--- src/hw/vpw_codec_regs.svh ---
// Timing and field constants for the pulse width symbol codec
`ifndef VPW_CODEC_REGS_SVH
`define VPW_CODEC_REGS_SVH

// Core clock period in ns and microsecond to cycle conversion
`define VPW_CLK_NS     100
`define VPW_CYC(us)    (((us) * 1000) / `VPW_CLK_NS)
`define VPW_CW         12

// Nominal symbol times
`define VPW_T_SHORT_US 64
`define VPW_T_LONG_US  128
`define VPW_T_SOF_US   200
`define VPW_T_EOF_US   280
`define VPW_T_IFS_US   20
`define VPW_T_BRK_US   240

// Receive window edges
`define VPW_TH_A_US    34
`define VPW_TH_B_US    96
`define VPW_TH_C_US    163
`define VPW_TH_D_US    239

// Filter end points, counter limits, bit positions
`define VPW_FILT_MAX   4'hF
`define VPW_FILT_MIN   4'h0
`define VPW_CNT_SAT    12'hFFF
`define VPW_CNT_ZERO   12'h000
`define VPW_BIT_LAST   3'h7
`define VPW_BIT_FIRST  3'h0

`endif

--- src/hw/vpw_pkg.sv ---
// Types shared by the symbol codec and its receive filter
package vpw_pkg;
  `include "vpw_codec_regs.svh"

  typedef enum logic [3:0] {
    VPW_SYM_NONE  = 4'h0,
    VPW_SYM_BIT0  = 4'h1,
    VPW_SYM_BIT1  = 4'h2,
    VPW_SYM_INV   = 4'h3,
    VPW_SYM_SOF   = 4'h4,
    VPW_SYM_BREAK = 4'h5,
    VPW_SYM_EOD   = 4'h6,
    VPW_SYM_EOF   = 4'h7,
    VPW_SYM_IFS   = 4'h8,
    VPW_SYM_IDLE  = 4'h9
  } vpw_sym_t;

  typedef enum logic [3:0] {
    TX_IDLE = 4'h1,
    TX_WAIT = 4'h2,
    TX_SOF  = 4'h4,
    TX_BITS = 4'h8
  } vpw_tx_st_t;

  typedef struct packed {
    logic       valid;
    logic [7:0] data;
    logic       last;
  } vpw_tx_req_t;

  typedef struct packed {
    logic       sym_valid;
    vpw_sym_t   sym;
    logic       byte_valid;
    logic [7:0] data;
  } vpw_rx_out_t;

  typedef struct packed {
    logic [3:0] cnt;
    logic       lvl;
  } vpw_filt_st_t;

  typedef struct packed {
    logic [1:0]         sync;
    logic               fq;
    logic [`VPW_CW-1:0] rx_cnt;
    logic               bus_idle;
    logic               eof_seen;
    logic               rx_busy;
    logic [7:0]         rx_shift;
    logic [2:0]         rx_nbits;
    vpw_rx_out_t        rx;
    logic               inv;
    logic               fast;
    logic               rx_abort;
    vpw_tx_st_t         txs;
    logic [`VPW_CW-1:0] tx_cnt;
    logic [7:0]         tx_shift;
    logic [2:0]         tx_nbits;
    logic               tx_last;
    logic               drive;
    logic               tx_take;
    logic               tx_done;
    logic               tx_err;
  } vpw_st_t;
endpackage

--- src/hw/vpw_rx_filter.sv ---
// Saturating up/down counter filter on the synchronised bus level, with hysteresis between end points
`timescale 1ns/1ps
`include "vpw_codec_regs.svh"
module vpw_rx_filter (
  input  wire logic core_clk,
  input  wire logic rst_n,
  input  wire logic smp,
  output logic      lvl
);
  vpw_pkg::vpw_filt_st_t s_r;
  vpw_pkg::vpw_filt_st_t s_nxt;

  // ==========================================================
  // Counter walks toward the sample, level flips at end points
  always_comb begin
    s_nxt = s_r;
    if (smp && s_r.cnt != `VPW_FILT_MAX)
      s_nxt.cnt = s_r.cnt + 4'h1;
    else if (!smp && s_r.cnt != `VPW_FILT_MIN)
      s_nxt.cnt = s_r.cnt - 4'h1;
    if (s_nxt.cnt == `VPW_FILT_MAX)
      s_nxt.lvl = 1'h1;
    else if (s_nxt.cnt == `VPW_FILT_MIN)
      s_nxt.lvl = 1'h0;
  end

  always_ff @(posedge core_clk or negedge rst_n) begin
    if (!rst_n)
      s_r <= '0;
    else
      s_r <= s_nxt;
  end

  assign lvl = s_r.lvl;
endmodule

--- src/hw/vpw_symbol_codec.sv ---
// Pulse width symbol encoder and receive classifier
// ==========================================================
// Overview of operation
// Passive gap counts on for 20 us after EOF, 300 us total.
// Hold own SOF until the separation time after EOF expires.
// While waiting to send, resync timing to any bus rising edge.
// Accept and sync to an SOF that starts inside separation.
// Never drive a BREAK; only detect one.
// BREAK while sending aborts transmission as an error.
// BREAK while receiving sets invalid status, drops the frame.
// BREAK during fast-rate reception clears the fast enable.
// Passive beyond 300 us is idle; sending may start at once.
// One transition per bit; logic 0 is 64 passive/128 active.
// Logic 1 is 128 us passive or 64 us active.
// First bit of every byte goes out at passive level.
// BREAK is an active level lasting at least 240 us.
// SOF is a 200 us active period, sent and recognised.
// EOD is 200 us passive, becoming EOF at 280 us.
// Normalisation bits decode exactly as data bits.
// EOD, EOF, IFS and idle are measured, never driven.
// Receive windows adjoin, resolved to one clock period.
// Passive pulse: invalid, 0, 1, then EOD as length grows.
// Edge in EOF window is EOF; in later window EOF plus IFS.
// Pending send starts on rising edge after a valid EOF.
// Active pulse shorter than first threshold is invalid.
// Classify the filtered level from a saturating counter.
// Bytes go out and come in most significant bit first.
// All durations are counts of core clock periods.
`timescale 1ns/1ps
`include "vpw_codec_regs.svh"
module vpw_symbol_codec (
  input  wire logic           core_clk,
  input  wire logic           rst_n,
  input  wire logic           bus_receive_input,
  input  vpw_pkg::vpw_tx_req_t tx_req,
  input  wire logic           fast_rx_set,
  input  wire logic           invalid_clr,
  output logic                tx_drive,
  output logic                tx_take,
  output logic                tx_done,
  output logic                tx_err,
  output vpw_pkg::vpw_rx_out_t rx_out,
  output logic                invalid_sym,
  output logic                fast_rx_enable,
  output logic                rx_abort,
  output logic                bus_idle
);
  // ==========================================================
  // Cycle counts
  localparam logic [11:0] C_SHORT = 12'(`VPW_CYC(`VPW_T_SHORT_US));
  localparam logic [11:0] C_LONG  = 12'(`VPW_CYC(`VPW_T_LONG_US));
  localparam logic [11:0] C_SOF   = 12'(`VPW_CYC(`VPW_T_SOF_US));
  localparam logic [11:0] C_EOF   = 12'(`VPW_CYC(`VPW_T_EOF_US));
  localparam logic [11:0] C_GAP   =
    12'(`VPW_CYC(`VPW_T_EOF_US + `VPW_T_IFS_US));
  localparam logic [11:0] C_BRK   = 12'(`VPW_CYC(`VPW_T_BRK_US));
  localparam logic [11:0] C_A     = 12'(`VPW_CYC(`VPW_TH_A_US));
  localparam logic [11:0] C_B     = 12'(`VPW_CYC(`VPW_TH_B_US));
  localparam logic [11:0] C_C     = 12'(`VPW_CYC(`VPW_TH_C_US));
  localparam logic [11:0] C_D     = 12'(`VPW_CYC(`VPW_TH_D_US));

  // Fast-rate reception shrinks the bit, SOF, EOD and EOF windows by four; IFS, idle and break limits are not scaled
  function automatic logic [11:0] win(input logic [11:0] c,
                                      input logic f);
    return f ? {2'h0, c[11:2]} : c;
  endfunction

  // Bit length from value and level
  function automatic logic [11:0] bit_len(input logic b,
                                          input logic act);
    if (act)
      return b ? C_SHORT : C_LONG;
    return b ? C_LONG : C_SHORT;
  endfunction

  // ==========================================================
  // Reset release
  logic [1:0] rst_sync_r;
  logic       rst_core_n;

  always_ff @(posedge core_clk or negedge rst_n) begin
    if (!rst_n)
      rst_sync_r <= '0;
    else
      rst_sync_r <= {rst_sync_r[0], 1'h1};
  end
  assign rst_core_n = rst_sync_r[1];

  // ==========================================================
  // State
  vpw_pkg::vpw_st_t  s_r;
  vpw_pkg::vpw_st_t  s_nxt;
  vpw_pkg::vpw_sym_t sym;
  logic              filt;
  logic              rise;
  logic              fall;
  logic              txing;

  vpw_rx_filter u_filt (
    .core_clk (core_clk),
    .rst_n    (rst_core_n),
    .smp      (s_r.sync[1]),
    .lvl      (filt)
  );

  assign rise  = filt & ~s_r.fq;
  assign fall  = ~filt & s_r.fq;
  assign txing = (s_r.txs == vpw_pkg::TX_SOF) ||
                 (s_r.txs == vpw_pkg::TX_BITS);

  always_comb begin
    s_nxt = s_r;
    sym = vpw_pkg::VPW_SYM_NONE;
    s_nxt.sync = {s_r.sync[0], bus_receive_input};
    s_nxt.fq = filt;
    s_nxt.rx.sym_valid = 1'h0;
    s_nxt.rx.byte_valid = 1'h0;
    s_nxt.rx_abort = 1'h0;
    s_nxt.tx_take = 1'h0;
    s_nxt.tx_done = 1'h0;
    s_nxt.tx_err = 1'h0;

    // Every edge restarts the pulse timer, so an SOF in the gap
    // is measured from its own edge
    if (rise || fall)
      s_nxt.rx_cnt = `VPW_CNT_ZERO;
    else if (s_r.rx_cnt != `VPW_CNT_SAT)
      s_nxt.rx_cnt = s_r.rx_cnt + 12'h001;

    // Pulse classification; each upper limit is the next lower one, except the IFS window, which opens at C_EOF
    if (rise) begin
      if (s_r.rx_cnt < win(C_A, s_r.fast))
        sym = vpw_pkg::VPW_SYM_INV;
      else if (s_r.rx_cnt < win(C_B, s_r.fast))
        sym = vpw_pkg::VPW_SYM_BIT0;
      else if (s_r.rx_cnt < win(C_C, s_r.fast))
        sym = vpw_pkg::VPW_SYM_BIT1;
      else if (s_r.rx_cnt >= C_EOF && s_r.rx_cnt < C_GAP)
        sym = vpw_pkg::VPW_SYM_IFS;
    end else if (fall) begin
      if (s_r.rx_cnt < win(C_A, s_r.fast))
        sym = vpw_pkg::VPW_SYM_INV;
      else if (s_r.rx_cnt < win(C_B, s_r.fast))
        sym = vpw_pkg::VPW_SYM_BIT1;
      else if (s_r.rx_cnt < win(C_C, s_r.fast))
        sym = vpw_pkg::VPW_SYM_BIT0;
      else if (s_r.rx_cnt < win(C_D, s_r.fast))
        sym = vpw_pkg::VPW_SYM_SOF;
      else if (s_r.rx_cnt < C_BRK)
        sym = vpw_pkg::VPW_SYM_INV;
    end else if (!filt) begin
      // Passive symbols are only timed, never driven
      if (s_r.rx_cnt == win(C_C, s_r.fast))
        sym = vpw_pkg::VPW_SYM_EOD;
      else if (s_r.rx_cnt == win(C_D, s_r.fast))
        sym = vpw_pkg::VPW_SYM_EOF;
      else if (s_r.rx_cnt == C_GAP)
        sym = vpw_pkg::VPW_SYM_IDLE;
    end else if (s_r.rx_cnt == C_BRK) begin
      sym = vpw_pkg::VPW_SYM_BREAK;
    end

    s_nxt.rx.sym = sym;
    s_nxt.rx.sym_valid = (sym != vpw_pkg::VPW_SYM_NONE);
    if (rise || fall) begin
      s_nxt.bus_idle = 1'h0;
      s_nxt.eof_seen = 1'h0;
    end
    if (invalid_clr)
      s_nxt.inv = 1'h0;
    if (fast_rx_set)
      s_nxt.fast = 1'h1;

    unique case (sym)
      vpw_pkg::VPW_SYM_BIT0, vpw_pkg::VPW_SYM_BIT1: begin
        if (s_r.rx_busy) begin
          s_nxt.rx_shift = {s_r.rx_shift[6:0],
                            sym == vpw_pkg::VPW_SYM_BIT1};
          s_nxt.rx_nbits = s_r.rx_nbits + 3'h1;
          if (s_r.rx_nbits == `VPW_BIT_LAST) begin
            s_nxt.rx.byte_valid = 1'h1;
            s_nxt.rx.data = s_nxt.rx_shift;
          end
        end
      end
      vpw_pkg::VPW_SYM_SOF: begin
        s_nxt.rx_busy = 1'h1;
        s_nxt.rx_nbits = `VPW_BIT_FIRST;
      end
      vpw_pkg::VPW_SYM_INV: begin
        if (s_r.rx_busy) begin
          s_nxt.inv = 1'h1;
          s_nxt.rx_abort = 1'h1;
        end
        s_nxt.rx_busy = 1'h0;
      end
      vpw_pkg::VPW_SYM_BREAK: begin
        if (s_r.rx_busy) begin
          s_nxt.inv = 1'h1;
          s_nxt.rx_abort = 1'h1;
          s_nxt.fast = 1'h0;
        end
        s_nxt.rx_busy = 1'h0;
      end
      vpw_pkg::VPW_SYM_EOF: begin
        s_nxt.rx_busy = 1'h0;
        s_nxt.eof_seen = 1'h1;
      end
      vpw_pkg::VPW_SYM_IDLE: s_nxt.bus_idle = 1'h1;
      default: ;
    endcase

    // Transmit sequencer
    unique case (s_r.txs)
      vpw_pkg::TX_IDLE: begin
        if (tx_req.valid)
          s_nxt.txs = vpw_pkg::TX_WAIT;
      end
      vpw_pkg::TX_WAIT: begin
        // Wait out the gap; an edge after EOF means another node
        // already saw the gap end, so join it on that edge
        if (s_r.bus_idle || (rise && s_r.eof_seen)) begin
          s_nxt.drive = 1'h1;
          s_nxt.tx_cnt = `VPW_CNT_ZERO;
          s_nxt.tx_shift = tx_req.data;
          s_nxt.tx_last = tx_req.last;
          s_nxt.tx_take = 1'h1;
          s_nxt.txs = vpw_pkg::TX_SOF;
        end
      end
      vpw_pkg::TX_SOF: begin
        if (s_r.tx_cnt == C_SOF - 12'h001) begin
          s_nxt.drive = 1'h0;
          s_nxt.tx_cnt = `VPW_CNT_ZERO;
          s_nxt.tx_nbits = `VPW_BIT_FIRST;
          s_nxt.txs = vpw_pkg::TX_BITS;
        end else begin
          s_nxt.tx_cnt = s_r.tx_cnt + 12'h001;
        end
      end
      vpw_pkg::TX_BITS: begin
        if (s_r.tx_cnt ==
            bit_len(s_r.tx_shift[7], s_r.drive) - 12'h001) begin
          s_nxt.tx_cnt = `VPW_CNT_ZERO;
          s_nxt.drive = ~s_r.drive;
          s_nxt.tx_shift = {s_r.tx_shift[6:0], 1'h0};
          s_nxt.tx_nbits = s_r.tx_nbits + 3'h1;
          if (s_r.tx_nbits == `VPW_BIT_LAST) begin
            // Last bit was active, so a new byte starts passive
            s_nxt.drive = 1'h0;
            if (s_r.tx_last) begin
              s_nxt.tx_done = 1'h1;
              s_nxt.txs = vpw_pkg::TX_IDLE;
            end else if (tx_req.valid) begin
              s_nxt.tx_shift = tx_req.data;
              s_nxt.tx_last = tx_req.last;
              s_nxt.tx_take = 1'h1;
            end else begin
              s_nxt.tx_err = 1'h1;
              s_nxt.txs = vpw_pkg::TX_IDLE;
            end
          end
        end else begin
          s_nxt.tx_cnt = s_r.tx_cnt + 12'h001;
        end
      end
    endcase

    if (sym == vpw_pkg::VPW_SYM_BREAK && txing) begin
      s_nxt.drive = 1'h0;
      s_nxt.tx_err = 1'h1;
      s_nxt.txs = vpw_pkg::TX_IDLE;
    end
  end

  always_ff @(posedge core_clk or negedge rst_core_n) begin
    if (!rst_core_n) begin
      s_r <= '0;
      s_r.txs <= vpw_pkg::TX_IDLE;
    end else begin
      s_r <= s_nxt;
    end
  end

  assign tx_drive       = s_r.drive;
  assign tx_take        = s_r.tx_take;
  assign tx_done        = s_r.tx_done;
  assign tx_err         = s_r.tx_err;
  assign rx_out         = s_r.rx;
  assign invalid_sym    = s_r.inv;
  assign fast_rx_enable = s_r.fast;
  assign rx_abort       = s_r.rx_abort;
  assign bus_idle       = s_r.bus_idle;

  // ==========================================================
  // Checks
  logic [11:0] drv_len_r;

  always_ff @(posedge core_clk or negedge rst_core_n) begin
    if (!rst_core_n)
      drv_len_r <= `VPW_CNT_ZERO;
    else if (!s_r.drive)
      drv_len_r <= `VPW_CNT_ZERO;
    else if (drv_len_r != `VPW_CNT_SAT)
      drv_len_r <= drv_len_r + 12'h001;
  end
endmodule

--- config.mk ---
export PLATFORM = sky130hd
export DESIGN_NAME = vpw_symbol_codec
export DESIGN_NICKNAME = d
export VERILOG_FILES = /design/src/hw/vpw_pkg.sv /design/src/hw/vpw_rx_filter.sv /design/src/hw/vpw_symbol_codec.sv
export VERILOG_INCLUDE_DIRS = /design/src /design/src/hw
export SDC_FILE = /design/constraint.sdc
export NUM_CORES = 1
export LEC_CHECK = 0
export BUFFER_PORTS_ARGS = -buffer_cell sky130_fd_sc_hd__buf_4
export CELL_PAD_IN_SITES_DETAIL_PLACEMENT = 2
export CELL_PAD_IN_SITES_GLOBAL_PLACEMENT = 2
export CORE_MARGIN = 2
export CORE_UTILIZATION = 39
export CTS_CLUSTER_DIAMETER = 100
export CTS_CLUSTER_SIZE = 40
export DETAILED_ROUTE_END_ITERATION = 16
export PLACE_DENSITY_LB_ADDON = 0.1
export SETUP_SLACK_MARGIN = 0.15
export SYNTH_ARGS = -nofsm -noshare
export SYNTH_HDL_FRONTEND = slang
export SYNTH_SLANG_ARGS = --single-unit
--- constraint.sdc ---
create_clock -name core_clk -period 3.1 [get_ports core_clk]
set_input_delay 0 -clock core_clk [delete_from_list [all_inputs] [get_ports core_clk]]
set_output_delay 0 -clock core_clk [all_outputs]
set_load 0.02 [all_outputs]
### After elaboration in Yosys (flattened, before gate mapping)

Cells that the tools add are included.

| storage, ports and cells | value |
|---|---|
| output and inout bits | 22 |
| input port bits | 15 |
| bits in registers | 84 |
| logic and storage cells | 197 |

| operators by class | value |
|---|---|
| equality and inequality tests | 33 |
| muxes and demuxes | 85 |
| bitwise operators | 5 |
| add/subtract/negate cells | 7 |
| reduce and logical (&&, ||, !) cells | 33 |
| order comparisons | 7 |

Operators by type and width:

| operator | number |
|---|---|
| $mux W12 | 8 |
| $mux W4 | 19 |
| $mux W9 | 4 |
| $pmux W12 S3 | 1 |
| $mux W11 | 3 |
| $mux W3 | 9 |
| $add A12 B1 Y12 const B | 2 |
| $eq A12 B12 Y1 | 2 |
| $eq A12 B12 Y1 const B | 2 |
| $lt A12 B12 Y1 | 2 |
| $lt A12 B12 Y1 const B | 2 |
| $mux W24 | 1 |
| $mux W8 | 3 |
| $mux W1 | 21 |
| $eq A4 B3 Y1 const B | 4 |
| $mux W16 | 1 |
| $pmux W4 S4 | 1 |
| $pmux W8 S2 | 1 |
| $reduce_bool A2 Y1 | 8 |
| $eq A12 B11 Y1 | 1 |
| $eq A12 B11 Y1 const B | 1 |
| $eq A4 B2 Y1 const B | 3 |
| $eq A4 B4 Y1 const B | 3 |
| $ge A12 B12 Y1 const B | 1 |
| 35 further kinds | 67 |

### Longest topological paths before layout

| logic depth | value |
|---|---|
| depth in word-level cells | 12 |
| gate-level depth with buffers | 12 |
| gate-level depth less buffers | 11 |

### Hierarchy

From an unflattened synthesis, not the netlist that was laid out.

| second synthesis, totals | value |
|---|---|
| cells, all modules | 490 |
| area total of the unflattened synthesis | 4843.4 µm² |

By module, submodules not included:

| module | seq. area each (µm²) | area an instance (µm²) | cells an instance | times used |
|---|---|---|---|---|
| vpw_symbol_codec | 1978.1 | 4506.8 | 457 | 1 |
| vpw_rx_filter | 125.1 | 336.6 | 33 | 1 |

### Worst setup path after synthesis

Ideal clock, no wire load.

| path | value |
|---|---|
| path kind | reg2reg |
| from | register s_r, in the netlist fast_rx_enable |
| to | register s_r[53] in the netlist's numbering |
| clock period less this slack | 3.436 ns |
| cell stages (with the launch flop) | 12 |
| path slack | -0.336 ns |
| required time | 2.975 ns |
| arrival time | 3.311 ns |
| cell sequence | dfrtp_1 -> inv_1 -> ha_1 -> and4bb_2 -> nand4_1 -> a2111oi_2 -> o32ai_1 -> a311o_2 -> nand3_4 -> nor4b_1 -> buf_2 -> mux2_2 |

| between the ends | value |
|---|---|
| word-level cells in the longest chain between the ends | 11 |

Ends and longest elaborated chain:

| element | line | source |
|---|---|---|
| from (decl) | vpw_symbol_codec.sv:91 | `vpw_pkg::vpw_st_t s_r;` |
| from (signal assigned) | vpw_symbol_codec.sv:281 | `s_r <= s_nxt;` |
| $mux W12 | vpw_symbol_codec.sv:65 | `return f ? {2'h0, c[11:2]} : c;` |
| $lt A12 B12 Y1 | vpw_symbol_codec.sv:147 | `else if (s_r.rx_cnt < win(C_D, s_r.fast))` |
| $mux W3 | vpw_symbol_codec.sv:147 |  |
| $mux W3 | vpw_symbol_codec.sv:145 | `else if (s_r.rx_cnt < win(C_C, s_r.fast))` |
| $mux W3 | vpw_symbol_codec.sv:143 | `else if (s_r.rx_cnt < win(C_B, s_r.fast))` |
| $mux W3 | vpw_symbol_codec.sv:141 | `if (s_r.rx_cnt < win(C_A, s_r.fast))` |
| $mux W4 | vpw_symbol_codec.sv:140 | `end else if (fall) begin` |
| $mux W4 * | vpw_symbol_codec.sv:131 | `if (rise) begin` |
| $eq A4 B2 Y1 / $eq A4 B1 Y1 (equally long branches) | vpw_symbol_codec.sv:174 | `unique case (sym)` |
| $reduce_or A2 Y1 * | vpw_symbol_codec.sv:174 |  |
| $reduce_and A2 Y1 (no line) * | - |  |

Mark *: on every way between the ends. The rest lies on a longest branch, timed or not.
A chain may end at the register's enable or synchronous reset.

### Worst setup path after layout

| path | value |
|---|---|
| from | register s_r, in the netlist fast_rx_enable |
| to | register s_r, in the netlist rx_out[3] |

| between the ends | value |
|---|---|
| word-level cells in the longest chain between the ends | 11 |

Ends and longest elaborated chain:

| element | line |
|---|---|
| $mux W12 | vpw_symbol_codec.sv:65 |
| $lt A12 B12 Y1 | vpw_symbol_codec.sv:147 |
| $mux W3 | vpw_symbol_codec.sv:147 |
| $mux W3 | vpw_symbol_codec.sv:145 |
| $mux W3 | vpw_symbol_codec.sv:143 |
| $mux W3 | vpw_symbol_codec.sv:141 |
| $mux W4 | vpw_symbol_codec.sv:140 |
| $mux W4 * | vpw_symbol_codec.sv:131 |
| $eq A4 B2 Y1 / $eq A4 B1 Y1 (equally long branches) | vpw_symbol_codec.sv:174 |
| $reduce_or A2 Y1 * | vpw_symbol_codec.sv:174 |
| $reduce_and A3 Y1 (no line) * | - |

Marked as above.

==> out/qor.tcl <==
set qor(grt_pass1_vias) 4787
set qor(power.share.combinational_pct) 44.4
set qor(timing.critical_path.to_type) {register}
set qor(cp_data_arrival_time_ns) 3.52
set qor(wl_per_cell_um) 22.7
set qor(timing.final.setup_violations) 28
set qor(path_clk_slew_ns) 0.07
set qor(hold_critical_path_endpoint) {s_r[11]}
set qor(cell_accounting_for_the_most_synthesized_area) {sky130_fd_sc_hd__dfrtp_1}
set qor(cts-buffers-inserted) 9
set qor(crit_path_cell_trace) {inv_4, ha_4, and4bb_2, nand4_1, a2111oi_4, nor4_1, a311o_2, nand3_4, nor4b_4, buf_6, mux2_4}
set qor(overflow) 0
set qor(grt_max_degree) 83
set qor(post_drt_via_cell_ratio) 5.62
set qor(seq_power_share_pct) 34.2
set qor(synth_edf_count) 0
set qor(syn_nets) 547
set qor(hp-class) {in -> reg}
set qor(diodes) 0
set qor(fin_tns_setup_ns) -3.49
set qor(grt_util_all_layers_pct) 25.9
set qor(yosys-top-cells-area) {sky130_fd_sc_hd__dfrtp_1 (42%), sky130_fd_sc_hd__ha_1 (6.6%), sky130_fd_sc_hd__o21ai_0 (4.4%)}
set qor(power.switching_fraction_pct) 38.9
set qor(synth_top_flop_cell) {sky130_fd_sc_hd__dfrtp_1}
set qor(max_slew.worst_pin.slew_ns) 1.10
set qor(vias) 4272
set qor(post_synth_num_cell_types) 74
set qor(core_region_area_sq_um) 12100
set qor(worst-endpoint-required_ns) 3.33
set qor(ir_worst_vdd_mv) 0.431
set qor(finalWeightedCongestion) 0.855
set qor(drt_pass1_iterations) 4
set qor(floorplan.die.width_um) 116
set qor(yosysSeqAreaShare_pct) 43.0
set qor(clkLatencyLatePin_ns) 0.35
set qor(detail-route-antenna-nets) 0
set qor(postSynthCellCount) 506
set qor(rsz0062_at_grt) {yes}
set qor(floorplan.initialDensity_pct) 40.4
set qor(min_from) {tx_req[4]}
set qor(yosysMostFrequentCell) {sky130_fd_sc_hd__dfrtp_1}
set qor(wl_mm) 17.2
set qor(power_report.internal_total_mw) 2.99
set qor(antenna_found_initial) 0
set qor(cp_slowest_cell) {sky130_fd_sc_hd__dfrtp_2}
set qor(violations) {setup timing}
set qor(post-route-worst-setup-slack_ns) -0.191
set qor(slew_headroom_pct) 26.4
set qor(floorplan_die_area_sq_um) 13500
set qor(fp-row-count) 40
set qor(clk_root_buffer_cell) {sky130_fd_sc_hd__clkbuf_16}
set qor(startpoint_of_the_worst_slack_reg_to_reg_timing_path) {fast_rx_enable}
set qor(tritoncts) {yes}
set qor(fin_crit_sh_pct) 106
set qor(postSynthRegisterBits) 84
set qor(h-tree-depth) 3
set qor(crit-reg2reg-capture) {rx_out[3]}
set qor(io_pins) 37
set qor(whs_path_depth) 3
set qor(cts_max_path_buffers) 2
set qor(layout-area-overhead-vs-synth_pct) 29.6
set qor(path_max_fanout) 8
set qor(max_cap_viol_count) 0
set qor(num-nets-final) 628
set qor(timing.reg2reg.worst_path_depth) 11
set qor(fin_crit_ns) 3.29
set qor(finalClockSkew_ns) 0.00889
set qor(finalMaxSlewViolations) 0
set qor(critPathLaunchType) {register}
set qor(power.clock.fraction_pct) 21.4
set qor(critical-path-max-stage-delay_ns) 0.50
set qor(hpwl_after_detailed_placement_mm) 10.3
set qor(post_synth_instance_area_sq_um) 4890
set qor(power.leakage_nw) 2.84
set qor(netlist.area_leader.share_pct) 42.4
set qor(total_switching_power_mw) 1.90
set qor(grt_first_pass_wirelength_mm) 26.3
set qor(detailedRoute.firstIterationViolations) 204
set qor(cts.sinks) 84
set qor(rrSetupSlack_ns) -0.19
set qor(worst-setup-path-type) {reg -> reg}
set qor(hold_viol) 0
set qor(p_total_mw) 4.89
set qor(powerDensity_nw_per_um2) 771
set qor(synth_common_cells) {sky130_fd_sc_hd__dfrtp_1 (83), sky130_fd_sc_hd__o21ai_0 (43), sky130_fd_sc_hd__nand2_1 (38)}
set qor(drt_drc) 0
set qor(synth_async_sr_flop_share_pct) 100
set qor(timing.fmax_mhz) 304
set qor(yosys_warnings) 0
set qor(port_buffers) 36
set qor(outcome) {finished with violations}
set qor(synth.avg_cell_area_sq_um) 9.67
set qor(die_h_um) 116
set qor(post_route_cells_drive_above_1_share_pct) 29.4
==> routing by layer <==
metal  part of all wire [%]  vias up  GRT usage (%)
li1                       -     1961              -
met1                     42     2181           31.0
met2                     52       82           46.2
met3                    2.5       48           4.50
met4                    3.8        0           10.3
met5                      0        -              0
==> metrics by stage <==
stage	instances	hold slack, ns	setup WS, ns	utilization, %	instance area (sq um)
finish	760	0.0150	-0.191	52.4	6340
detailed placement	716	-0.216	-0.235	45.4	5500
global placement	716	-0.217	-0.0541	45.4	5500
floorplan	506	-0.296	-0.0432	-	4950
global route	760	0.0420	-0.259	52.4	6340
CTS	752	0.0204	-0.0390	50.7	6140
==> flip-flops by register name, summed over array words and instances, names as in the netlist <==
register        flops
tx_done             1
tx_err              1
s_r                54
s_nxt               1
bus_idle            1
u_filt.s_r          4
rx_abort            1
fast_rx_enable      1
u_filt.lvl          1
rst_sync_r          2
invalid_sym         1
tx_take             1
tx_drive            1
rx_out             14
==> cell families after synthesis <==
logic type / synth area share (%)
AND/OR/NAND/NOR: 19.7
AO/OA/AOI/OAI: 16.4
flip-flops: 43.0
buffers and inverters: 7.00
adder cells (fa/ha/maj): 6.65
XOR/XNOR: 3.40
multiplexers: 3.81
other: 0.0766
==> worst max path at each step <==
stage / startpoint / slack (ns) / depth (start not counted) / endpoint
after detailed placement: fast_rx_enable / -0.23 / 12 / s_r[49]
final: fast_rx_enable / -0.19 / 11 / rx_out[3]
after floorplan: fast_rx_enable / -0.04 / 10 / rx_out[1]
after global placement: fast_rx_enable / -0.05 / 11 / s_r[53]
after CTS: fast_rx_enable / -0.04 / 11 / rx_out[3]
after global routing: fast_rx_enable / -0.26 / 12 / s_r[49]
==> critical path, delay by kind of cell, from the launching register on <==
| family | cells | cell delay, ns |
|---|---|---|
| and+or+nand+nor | 5 | 0.98 |
| AOI/OAI and AO/OA | 2 | 0.81 |
| DFF | 1 | 0.50 |
| muxes | 1 | 0.31 |
| buffers and inverters | 2 | 0.29 |
| adders and majority gates | 1 | 0.27 |
==> final cells by class <==
cell class / count / area [sq um]
fillers: 1252 / 5770
well taps: 168 / 210
multi-input cells: 359 / 2770
clock buffers: 13 / 260
inverters: 28 / 116
repair buffers: 105 / 853
clock inverters: 3 / 22.5
flip-flops and latches: 84 / 2110
==> cell usage in the layout, fill, tap and decap left out, types with 3 or more instances in the layout <==
| cell type | instances |
|---|---|
| sky130_fd_sc_hd__buf_4 | 83 |
| sky130_fd_sc_hd__dfrtp_1 | 81 |
| sky130_fd_sc_hd__o21ai_0 | 41 |
| sky130_fd_sc_hd__nand2_1 | 37 |
| sky130_fd_sc_hd__nor2_1 | 34 |
| sky130_fd_sc_hd__inv_1 | 25 |
| sky130_fd_sc_hd__ha_1 | 21 |
| sky130_fd_sc_hd__a21oi_1 | 14 |
| sky130_fd_sc_hd__dlygate4sd3_1 | 14 |
| sky130_fd_sc_hd__mux2_4 | 13 |
| sky130_fd_sc_hd__nand2b_1 | 11 |
| sky130_fd_sc_hd__xnor2_1 | 11 |
| sky130_fd_sc_hd__nand3_1 | 10 |
| sky130_fd_sc_hd__and2_1 | 10 |
| sky130_fd_sc_hd__a31oi_1 | 9 |
| sky130_fd_sc_hd__clkbuf_16 | 9 |
| sky130_fd_sc_hd__a22oi_1 | 8 |
| sky130_fd_sc_hd__buf_6 | 8 |
| sky130_fd_sc_hd__o31ai_1 | 7 |
| sky130_fd_sc_hd__xor2_1 | 7 |
| sky130_fd_sc_hd__nor2b_1 | 7 |
| sky130_fd_sc_hd__and3_1 | 7 |
| sky130_fd_sc_hd__nor3_1 | 6 |
| sky130_fd_sc_hd__nand4_1 | 6 |
| sky130_fd_sc_hd__nor4_1 | 5 |
| sky130_fd_sc_hd__nor3b_1 | 5 |
| sky130_fd_sc_hd__a21oi_2 | 4 |
| sky130_fd_sc_hd__ha_4 | 4 |
| sky130_fd_sc_hd__o21a_1 | 3 |
| sky130_fd_sc_hd__a21o_1 | 3 |
| sky130_fd_sc_hd__or2_2 | 3 |
| sky130_fd_sc_hd__a211oi_1 | 3 |
| sky130_fd_sc_hd__o21ai_1 | 3 |
| sky130_fd_sc_hd__a22o_1 | 3 |
| sky130_fd_sc_hd__clkinvlp_4 | 3 |
==> power by group through the flow <==
stage | sequential (mW) | combinational, mW | clock [mW]
2_1_floorplan | 1.57 | 1.18 | 0
3_3_place_gp | 1.62 | 1.56 | 0
3_5_place_dp | 1.64 | 1.68 | 0
4_1_cts | 1.64 | 1.92 | 1.07
5_1_grt | 1.71 | 2.35 | 1.11
6_report | 1.67 | 2.17 | 1.05
==> repair_timing <==
action                     CTS  global route
cloned                       0             0
resized for setup           36            28
setup endpoints to repair   39            47
pin swaps                    8            18
setup buffers                6             8
hold endpoints to repair    14             0
hold buffers                14             0
Note: power is estimated with default switching activity, not from simulation.
